**config.mk**
```make
export PLATFORM = sky130hd
export DESIGN_NAME = dqc_top
export DESIGN_NICKNAME = d
export VERILOG_FILES = /design/src/hw/dqc_pkg.sv /design/src/hw/dqc_top.sv /design/src/hw/dqc_filter.sv
export SDC_FILE = /design/constraint.sdc
export NUM_CORES = 2
export LEC_CHECK = 0
export ABC_AREA = 1
export BUFFER_PORTS_ARGS = -buffer_cell sky130_fd_sc_hd__buf_2
export CAP_MARGIN = 15
export CORE_ASPECT_RATIO = 1.5
export CORE_MARGIN = 3
export CORE_UTILIZATION = 30
export DETAILED_ROUTE_END_ITERATION = 10
export GPL_ROUTABILITY_DRIVEN = 1
export PLACE_DENSITY = 0.46
export SYNTH_ARGS = -nofsm -noshare
export SYNTH_HDL_FRONTEND = slang
export SYNTH_SLANG_ARGS = --single-unit
export TNS_END_PERCENT = 5
```
**constraint.sdc**
```tcl
create_clock -name clk_i -period 11.45 [get_ports clk_i]
set_input_delay 0.5725 -clock clk_i [delete_from_list [all_inputs] [get_ports clk_i]]
set_output_delay 0.5725 -clock clk_i [all_outputs]
set_load 0.01 [all_outputs]
```
**src/hw/dqc_pkg.sv**
```systemverilog
// Contract
// - Count inputs filtered, 2.5 us or 12.5 ms.
// - Preload input filtered, high or low setting.
// - Disable input filtered, high or low setting.
// - Continuous or one-shot mode selectable.
// - Continuous wraps at limits; one-shot halts there.
// - Each channel decodes pulse/dir, up/down, quadrature.
// - Each strobe captures on selectable edge.
// - Rate totalled over time base, default 1000 ms.
// - Signed 32-bit high and low limits.
// - Home value register, resets to zero.
// - Four ON/OFF preset pairs, one output each.
// - Output on at ON, off at OFF, if enabled.
// - Configurable preload value for the accumulator.
// - Preload input loads preload value.
// - Channel 1 adds, channel 2 subtracts.
// - Rate register holds signed rate difference.
package dqc_pkg;
  // ***************
  // Register map
  // ***************
  localparam logic [7:0] ADDR_CTRL = 8'h00;
  localparam logic [7:0] ADDR_TIMEBASE = 8'h04;
  localparam logic [7:0] ADDR_HI_LIM = 8'h08;
  localparam logic [7:0] ADDR_LO_LIM = 8'h0c;
  localparam logic [7:0] ADDR_HOME = 8'h10;
  localparam logic [7:0] ADDR_PRELOAD = 8'h14;
  localparam logic [7:0] ADDR_ACC = 8'h18;
  localparam logic [7:0] ADDR_RATE = 8'h1c;
  localparam logic [7:0] ADDR_STB0 = 8'h20;
  localparam logic [7:0] ADDR_STATUS = 8'h2c;
  localparam logic [7:0] ADDR_ON0 = 8'h30;
  localparam logic [7:0] ADDR_OFF0 = 8'h40;
  // ***************
  // Control fields
  // ***************
  localparam int CTRL_FILT_CNT0 = 0;
  localparam int CTRL_FILT_CNT1 = 1;
  localparam int CTRL_FILT_PRE = 2;
  localparam int CTRL_FILT_DIS = 3;
  localparam int CTRL_ONESHOT = 4;
  localparam int CTRL_DEC0 = 5;
  localparam int CTRL_DEC1 = 7;
  localparam int CTRL_STB_EDGE = 9;
  localparam int CTRL_OUT_EN = 12;
  localparam logic [31:0] CTRL_RESET = 32'h0000_0000;
  localparam logic [31:0] TIMEBASE_MS_RESET = 32'h0000_03e8;
  localparam logic [31:0] HI_LIM_RESET = 32'h7fff_ffff;
  localparam logic [31:0] LO_LIM_RESET = 32'h8000_0000;
  localparam logic [31:0] HOME_RESET = 32'h0000_0000;
  // ***************
  // Timing
  // ***************
  localparam int CLK_MHZ = 100;
  localparam real FILT_HIGH_US = 2.5;
  localparam real FILT_LOW_MS = 12.5;
  localparam int FILT_HIGH_CYC = int'(FILT_HIGH_US * CLK_MHZ);
  localparam int FILT_LOW_CYC = int'(FILT_LOW_MS * 1000.0 * CLK_MHZ);
  localparam int MS_CYC = 1000 * CLK_MHZ;
  typedef enum logic [1:0] {DQC_PULSE_DIR, DQC_UP_DOWN, DQC_QUAD} dqc_decode_e;
endpackage

```
**src/hw/dqc_top.sv**
```systemverilog
// Strobed register access and the register offsets were decided locally.
`timescale 1ns/10ps
`default_nettype none
module dqc_top #(
  parameter int FILT_LOW_CYC = dqc_pkg::FILT_LOW_CYC,
  parameter int MS_CYC = dqc_pkg::MS_CYC,
  parameter int NUM_PRESET = 4,
  parameter int NUM_STB = 3
) (
  input wire logic clk_i,
  input wire logic srst_i,
  input wire logic ce_i,
  input wire logic [7:0] addr_i,
  input wire logic [31:0] wdata_i,
  input wire logic wr_i,
  input wire logic rd_i,
  output logic [31:0] rdata_o,
  input wire logic ch0_a_i,
  input wire logic ch0_b_i,
  input wire logic ch1_a_i,
  input wire logic ch1_b_i,
  input wire logic preload_i,
  input wire logic disable_i,
  input wire logic [NUM_STB-1:0] strobe_i,
  output logic [NUM_PRESET-1:0] preset_o
);
  // ***************
  // Configuration
  // ***************
  logic [31:0] ctrl, timebase, hi_lim, lo_lim, home, preload_val;
  logic [31:0] on_val [NUM_PRESET];
  logic [31:0] off_val [NUM_PRESET];
  logic [31:0] acc, rate, window_sum, tb_cnt;
  logic [31:0] ms_cnt;
  logic [31:0] stb_reg [NUM_STB];
  logic [NUM_STB-1:0] stb_flag;
  logic [NUM_STB-1:0] stb_prev;
  logic [1:0] a_prev, b_prev;
  logic pre_prev;

  // ***************
  // Filters
  // ***************
  logic [1:0] fa, fb;
  logic f_pre, f_dis;
  logic [5:0] raw_in, filt_out, filt_sel;
  assign raw_in = {disable_i, preload_i, ch1_b_i, ch1_a_i, ch0_b_i, ch0_a_i};
  assign filt_sel = {ctrl[dqc_pkg::CTRL_FILT_DIS], ctrl[dqc_pkg::CTRL_FILT_PRE],
                     {2{ctrl[dqc_pkg::CTRL_FILT_CNT1]}}, {2{ctrl[dqc_pkg::CTRL_FILT_CNT0]}}};
  for (genvar g = 0; g < 6; g++) begin : g_filt
    dqc_filter #(.HIGH_CYC(dqc_pkg::FILT_HIGH_CYC), .LOW_CYC(FILT_LOW_CYC)) u_filt (
      .clk_i(clk_i),
      .srst_i(srst_i),
      .ce_i(ce_i),
      .sel_low_i(filt_sel[g]),
      .d_i(raw_in[g]),
      .q_o(filt_out[g])
    );
  end
  assign fa = {filt_out[2], filt_out[0]};
  assign fb = {filt_out[3], filt_out[1]};
  assign f_pre = filt_out[4];
  assign f_dis = filt_out[5];

  // Signed step of one channel for its decode mode
  function automatic logic signed [1:0] step(input logic [1:0] mode, input logic a,
                                              input logic b, input logic pa, input logic pb);
    logic signed [1:0] s;
    s = 2'sd0;
    case (mode)
      dqc_pkg::DQC_PULSE_DIR: if (a && !pa) s = b ? -2'sd1 : 2'sd1;
      dqc_pkg::DQC_UP_DOWN: begin
        if (a && !pa && !(b && !pb)) s = 2'sd1;
        else if (b && !pb && !(a && !pa)) s = -2'sd1;
      end
      dqc_pkg::DQC_QUAD: begin
        // Full x4 decode; a double change is illegal and dropped
        if ((a ^ pa) && !(b ^ pb)) s = (a ^ b) ? 2'sd1 : -2'sd1;
        else if ((b ^ pb) && !(a ^ pa)) s = (a ^ b) ? -2'sd1 : 2'sd1;
      end
      default: s = 2'sd0;
    endcase
    return s;
  endfunction

  // ***************
  // Counting
  // ***************
  logic signed [1:0] s0, s1;
  logic signed [2:0] delta;
  logic signed [32:0] sum;
  logic [31:0] next_acc, next_window, next_rate, next_tb, next_ms;
  logic [NUM_PRESET-1:0] next_preset;
  logic [NUM_STB-1:0] next_stb_flag;
  always_comb begin
    s0 = step(ctrl[dqc_pkg::CTRL_DEC0 +: 2], fa[0], fb[0], a_prev[0], b_prev[0]);
    s1 = step(ctrl[dqc_pkg::CTRL_DEC1 +: 2], fa[1], fb[1], a_prev[1], b_prev[1]);
    delta = 3'(s0) - 3'(s1);
    if (f_dis) delta = 3'sd0;
    sum = 33'($signed(acc)) + 33'(delta);
    next_acc = acc;
    if (f_pre && !pre_prev) begin
      next_acc = preload_val;
    end else if (delta != 3'sd0) begin
      if (sum > 33'($signed(hi_lim))) begin
        next_acc = ctrl[dqc_pkg::CTRL_ONESHOT] ? hi_lim : lo_lim;
      end else if (sum < 33'($signed(lo_lim))) begin
        next_acc = ctrl[dqc_pkg::CTRL_ONESHOT] ? lo_lim : hi_lim;
      end else begin
        next_acc = sum[31:0];
      end
    end
    // Rate window: sums counts, publishes at each time-base end
    next_window = window_sum + 32'(delta);
    next_rate = rate;
    next_ms = ms_cnt + 32'h1;
    next_tb = tb_cnt;
    if (ms_cnt + 32'h1 >= 32'(MS_CYC)) begin
      next_ms = 32'h0;
      next_tb = tb_cnt + 32'h1;
      if (tb_cnt + 32'h1 >= timebase) begin
        next_tb = 32'h0;
        next_rate = next_window;
        next_window = 32'h0;
      end
    end
    for (int i = 0; i < NUM_PRESET; i++) begin
      next_preset[i] = preset_o[i];
      if (!ctrl[dqc_pkg::CTRL_OUT_EN + i]) next_preset[i] = 1'b0;
      else if (next_acc == on_val[i]) next_preset[i] = 1'b1;
      else if (next_acc == off_val[i]) next_preset[i] = 1'b0;
    end
    for (int i = 0; i < NUM_STB; i++) begin
      // Edge select: 0 rising, 1 falling
      next_stb_flag[i] = (strobe_i[i] != stb_prev[i]) &&
                         (strobe_i[i] != ctrl[dqc_pkg::CTRL_STB_EDGE + i]);
    end
  end

  always_ff @(posedge clk_i) begin
    if (srst_i) begin
      acc <= 32'h0;
      window_sum <= 32'h0;
      rate <= 32'h0;
      ms_cnt <= 32'h0;
      tb_cnt <= 32'h0;
      preset_o <= '0;
      a_prev <= 2'b00;
      b_prev <= 2'b00;
      pre_prev <= 1'b0;
      stb_prev <= '0;
      for (int i = 0; i < NUM_STB; i++) stb_reg[i] <= 32'h0;
      stb_flag <= '0;
    end else if (ce_i) begin
      acc <= next_acc;
      window_sum <= next_window;
      rate <= next_rate;
      ms_cnt <= next_ms;
      tb_cnt <= next_tb;
      preset_o <= next_preset;
      a_prev <= fa;
      b_prev <= fb;
      pre_prev <= f_pre;
      stb_prev <= strobe_i;
      for (int i = 0; i < NUM_STB; i++) begin
        if (next_stb_flag[i]) stb_reg[i] <= acc;
      end
      // Set wins over read-clear of status
      stb_flag <= next_stb_flag |
                  ((rd_i && addr_i == dqc_pkg::ADDR_STATUS) ? '0 : stb_flag);
    end
  end

  // ***************
  // Register bus
  // ***************
  always_ff @(posedge clk_i) begin
    if (srst_i) begin
      ctrl <= dqc_pkg::CTRL_RESET;
      timebase <= dqc_pkg::TIMEBASE_MS_RESET;
      hi_lim <= dqc_pkg::HI_LIM_RESET;
      lo_lim <= dqc_pkg::LO_LIM_RESET;
      home <= dqc_pkg::HOME_RESET;
      preload_val <= 32'h0;
      for (int i = 0; i < NUM_PRESET; i++) begin
        on_val[i] <= 32'h0;
        off_val[i] <= 32'h0;
      end
    end else if (ce_i && wr_i) begin
      // Configuration comes from the controller after power-up
      if (addr_i == dqc_pkg::ADDR_CTRL) ctrl <= wdata_i;
      else if (addr_i == dqc_pkg::ADDR_TIMEBASE) timebase <= wdata_i;
      else if (addr_i == dqc_pkg::ADDR_HI_LIM) hi_lim <= wdata_i;
      else if (addr_i == dqc_pkg::ADDR_LO_LIM) lo_lim <= wdata_i;
      else if (addr_i == dqc_pkg::ADDR_HOME) home <= wdata_i;
      else if (addr_i == dqc_pkg::ADDR_PRELOAD) preload_val <= wdata_i;
      for (int i = 0; i < NUM_PRESET; i++) begin
        if (addr_i == dqc_pkg::ADDR_ON0 + 8'(4 * i)) on_val[i] <= wdata_i;
        if (addr_i == dqc_pkg::ADDR_OFF0 + 8'(4 * i)) off_val[i] <= wdata_i;
      end
    end
  end

  logic [31:0] next_rdata;
  always_comb begin
    next_rdata = 32'h0;
    if (addr_i == dqc_pkg::ADDR_CTRL) next_rdata = ctrl;
    else if (addr_i == dqc_pkg::ADDR_TIMEBASE) next_rdata = timebase;
    else if (addr_i == dqc_pkg::ADDR_HI_LIM) next_rdata = hi_lim;
    else if (addr_i == dqc_pkg::ADDR_LO_LIM) next_rdata = lo_lim;
    else if (addr_i == dqc_pkg::ADDR_HOME) next_rdata = home;
    else if (addr_i == dqc_pkg::ADDR_PRELOAD) next_rdata = preload_val;
    else if (addr_i == dqc_pkg::ADDR_ACC) next_rdata = acc;
    else if (addr_i == dqc_pkg::ADDR_RATE) next_rdata = rate;
    else if (addr_i == dqc_pkg::ADDR_STATUS) next_rdata = 32'({preset_o, stb_flag});
    for (int i = 0; i < NUM_STB; i++) begin
      if (addr_i == dqc_pkg::ADDR_STB0 + 8'(4 * i)) next_rdata = stb_reg[i];
    end
    for (int i = 0; i < NUM_PRESET; i++) begin
      if (addr_i == dqc_pkg::ADDR_ON0 + 8'(4 * i)) next_rdata = on_val[i];
      if (addr_i == dqc_pkg::ADDR_OFF0 + 8'(4 * i)) next_rdata = off_val[i];
    end
  end
  always_ff @(posedge clk_i) begin
    if (srst_i) rdata_o <= 32'h0;
    else if (ce_i) rdata_o <= rd_i ? next_rdata : 32'h0;
  end
endmodule
`default_nettype wire

```
**src/hw/dqc_filter.sv**
```systemverilog
`timescale 1ns/10ps
`default_nettype none
// Input must be stable for the selected count before output follows
module dqc_filter #(
  parameter int HIGH_CYC = 250,
  parameter int LOW_CYC = 1250000
) (
  input wire logic clk_i,
  input wire logic srst_i,
  input wire logic ce_i,
  input wire logic sel_low_i,
  input wire logic d_i,
  output logic q_o
);
  logic [31:0] cnt;
  logic [31:0] next_cnt;
  logic next_q;
  logic [31:0] limit;
  always_comb begin
    limit = sel_low_i ? 32'(LOW_CYC) : 32'(HIGH_CYC);
    next_cnt = cnt;
    next_q = q_o;
    if (d_i == q_o) begin
      next_cnt = 32'h0;
    end else if (cnt + 32'h1 >= limit) begin
      next_q = d_i;
      next_cnt = 32'h0;
    end else begin
      next_cnt = cnt + 32'h1;
    end
  end
  always_ff @(posedge clk_i) begin
    if (srst_i) begin
      cnt <= 32'h0;
      q_o <= 1'b0;
    end else if (ce_i) begin
      cnt <= next_cnt;
      q_o <= next_q;
    end
  end
endmodule
`default_nettype wire

```
==> out/qor.yml <==
die_x_um: 358
crit_path_start_kind: "flip-flop"
drt_pass1_iterations: 6
antenna_found_initial: 26
start_util: 0.302
clockRootBuffer: "clkbuf_16"
cpPeakStageDelay_ps: 490
power.total_mw: 7.68
drv_cap: 0
power.leakage_nw: 26.6
skew_ps: 70.9
cts_setup_buffers: 0
num-nets-final: 7906
yosysUniqueCellTypes: 67
drtIter0Drc: 4233
setup_slack_ps: 1770
clkSinkCount: 949
avgViaCountPerCell: 5.14
grt_overflow_total: 0
reg2reg_setup_slack_ps: 1770
clk_pin_slew_worst_paths_ps: 70
regMostFlops: "g_filt.u_filt.cnt"
synth_ff_type: "dfxtp_1"
power.density_nw_per_um2: 123
cts_made_buffers: 104
drive_above_1_share: 0.0665
synthArstFlopShare: 0
wl_mm: 240
grt_max_degree: 136
grt_usage: 0.246
status: "complete, no violations"
vias: 52253
remaining_drc_errors: 0
num_rows: 193
cpMostUsedCell: "nand2_1"
ctsHoldBuffers: 0
min_period_ps: 9680
top_regs: "g_filt.u_filt.cnt (192), off_val (128), on_val (128)"
layout_common_cells: "1827 x nand2_1, 965 x inv_1, 792 x nor2_1"
largest_register_ffs: 192
worstMarginPinSlew_ps: 1130
final_common_cell: "nand2_1"
htree_levels: 3
port_buffers: 89
cts_resized: 0
maxSlewViolCount: 0
coreArea_um2: 184000
hold_class: "in2reg"
required_ps: 12140
rsz0062_at_grt: "false"
criticalPathCategory: "reg2reg"
pre_cts_ws_ps: 1890
cp_data_arrival_time_ps: 10370
setup_viol: 0
endpoint_kind: "flip-flop"
nFillCells: 19921
finalHoldViolCount: 0
grt_pass1_wl_mm: 348
insertion_delay_ps: 770
post_drt_wl_per_cell_um: 23.6
synth_area_um2: 55700
ys_seq_area_frac: 0.404
timing.final.crit_share: 0.846
yosysWarnings: 0
netlist_instances: 7654
synth_edf_count: 352
clockBufferDepth: 3
die_h_um: 534
ir_worst_vdd_mv: 0.118
io_pins: 90
worst-path-max-fanout: 25
syn_avg_cell_area_um2: 7.28
dieArea_um2: 191000
tns_ps: 0
ant_nets: 0
hold_slack_ps: 79.2
max_freq_mhz: 103
relSlewSlack: 0.243
synth_fp_nets: 7939
syn2layout_area_growth_pct: 12.4
dp_hpwl_mm: 184
synth-seq-cells: 949
cts_tree: "done"
slowest_stage: "nand2_1"
grt_pass1_vias: 51121
gp_congestion: 0.974
fin_util: 0.340
## cell usage after synthesis, types with 4 or more instances
master	n	share of area
nand2_1	1830	0.12
inv_1	967	0.065
nor2_1	812	0.055
dfxtp_1	597	0.21
o21ai_0	515	0.046
nand3_1	495	0.044
a21oi_1	409	0.037
edfxtp_1	352	0.19
xor2_1	289	0.045
clkbuf_1	270	0.018
ha_1	228	0.051
nand4_1	123	0.014
nor3_1	99	0.0089
o22ai_1	90	0.010
o211ai_1	62	0.0084
nor4_1	45	0.0051
o2111ai_1	45	0.0071
xnor2_1	42	0.0066
nand3b_1	41	0.0055
a211oi_1	40	0.0054
buf_2	36	0.0032
o21ai_1	33	0.0030
nand2_2	26	0.0029
nor3_2	22	0.0040
or2_2	22	0.0025
a221oi_1	15	0.0024
nor2_2	13	0.0015
a21o_1	11	0.0015
buf_4	11	0.0015
o221ai_1	11	0.0017
o21bai_1	9	0.0012
a31oi_1	7	0.00079
o21a_1	7	0.00094
buf_1	6	0.00040
inv_2	6	0.00040
a21boi_0	5	0.00067
nor2_4	5	0.0010
nor3b_1	5	0.00067
clkinv_1	4	0.00027
nand4_2	4	0.00090
nor4_2	4	0.00090
o31ai_1	4	0.00054
## kinds of logic (layout without fill, tap and decap cells)
logic type	count (synthesis)	count (layout)	synth area share
other cells	0	11	0
flops	949	949	0.404
compound gates	1276	1276	0.129
simple gates	3563	3563	0.273
xor+xnor	331	331	0.0520
mux	1	1	0.000202
buf+inv	1303	1361	0.0896
fa+ha+maj	231	231	0.0523
## cell type report
type                            instances  area, µm²  share of cell area
Sequential cell                       949      22500               0.360
Antenna cell                           11       27.5            0.000439
Inverter                              978       3690              0.0588
Timing Repair Buffer                  186       1190              0.0190
Tap cell                             2437       3050              0.0487
Clock buffer                          144       2990              0.0477
Clock inverter                         53        732              0.0117
Multi-Input combinational cell       5402      28400               0.454
## power by group
group,internal (mW),total (mW),switching [mW]
sequential,3.57,3.63,0.0605
combinational,0.0681,0.330,0.262
clock,2.17,3.73,1.55
## per-stage QoR
| stage | cells | cell area, µm² |
|---|---|---|
| after floorplan | 7654 | 55700 |
| after CTS | 10148 | 62600 |
| after detailed placement | 9951 | 58900 |
| after global routing | 10157 | 62600 |
| final | 10160 | 62600 |
| after global placement | 9951 | 58900 |
## worst paths after layout
kind | startpoint | endpoint | cells past startpoint
worst max-delay path | g_filt[0].u_filt.q_o | preset_o[0] | 41
worst max register to register | g_filt[0].u_filt.q_o | preset_o[0] | 41
worst min register to register | rdata_o[27] | rdata_o[27] | 2
worst min-delay path | wdata_i[14] | hi_lim[14] | 3
## per-layer routing
| layer | part of all wire | GRT usage |
|---|---|---|
| met3 | 0.041 | 0.0256 |
| met2 | 0.49 | 0.433 |
| met5 | 0.00020 | 0 |
| met1 | 0.39 | 0.282 |
| met4 | 0.072 | 0.156 |
## critical path: cells and delay by family, from the launching register on
kind / cells / cell delay (ps)
flip-flops: 1 / 420
adder cells (fa/ha/maj): 5 / 1650
buffers and inverters: 5 / 990
XOR/XNOR: 1 / 310
AO/OA/AOI/OAI: 7 / 1820
AND/OR/NAND/NOR: 22 / 4030
multiplexers: 1 / 320
No activity file was read; power rests on OpenSTA's default activity.
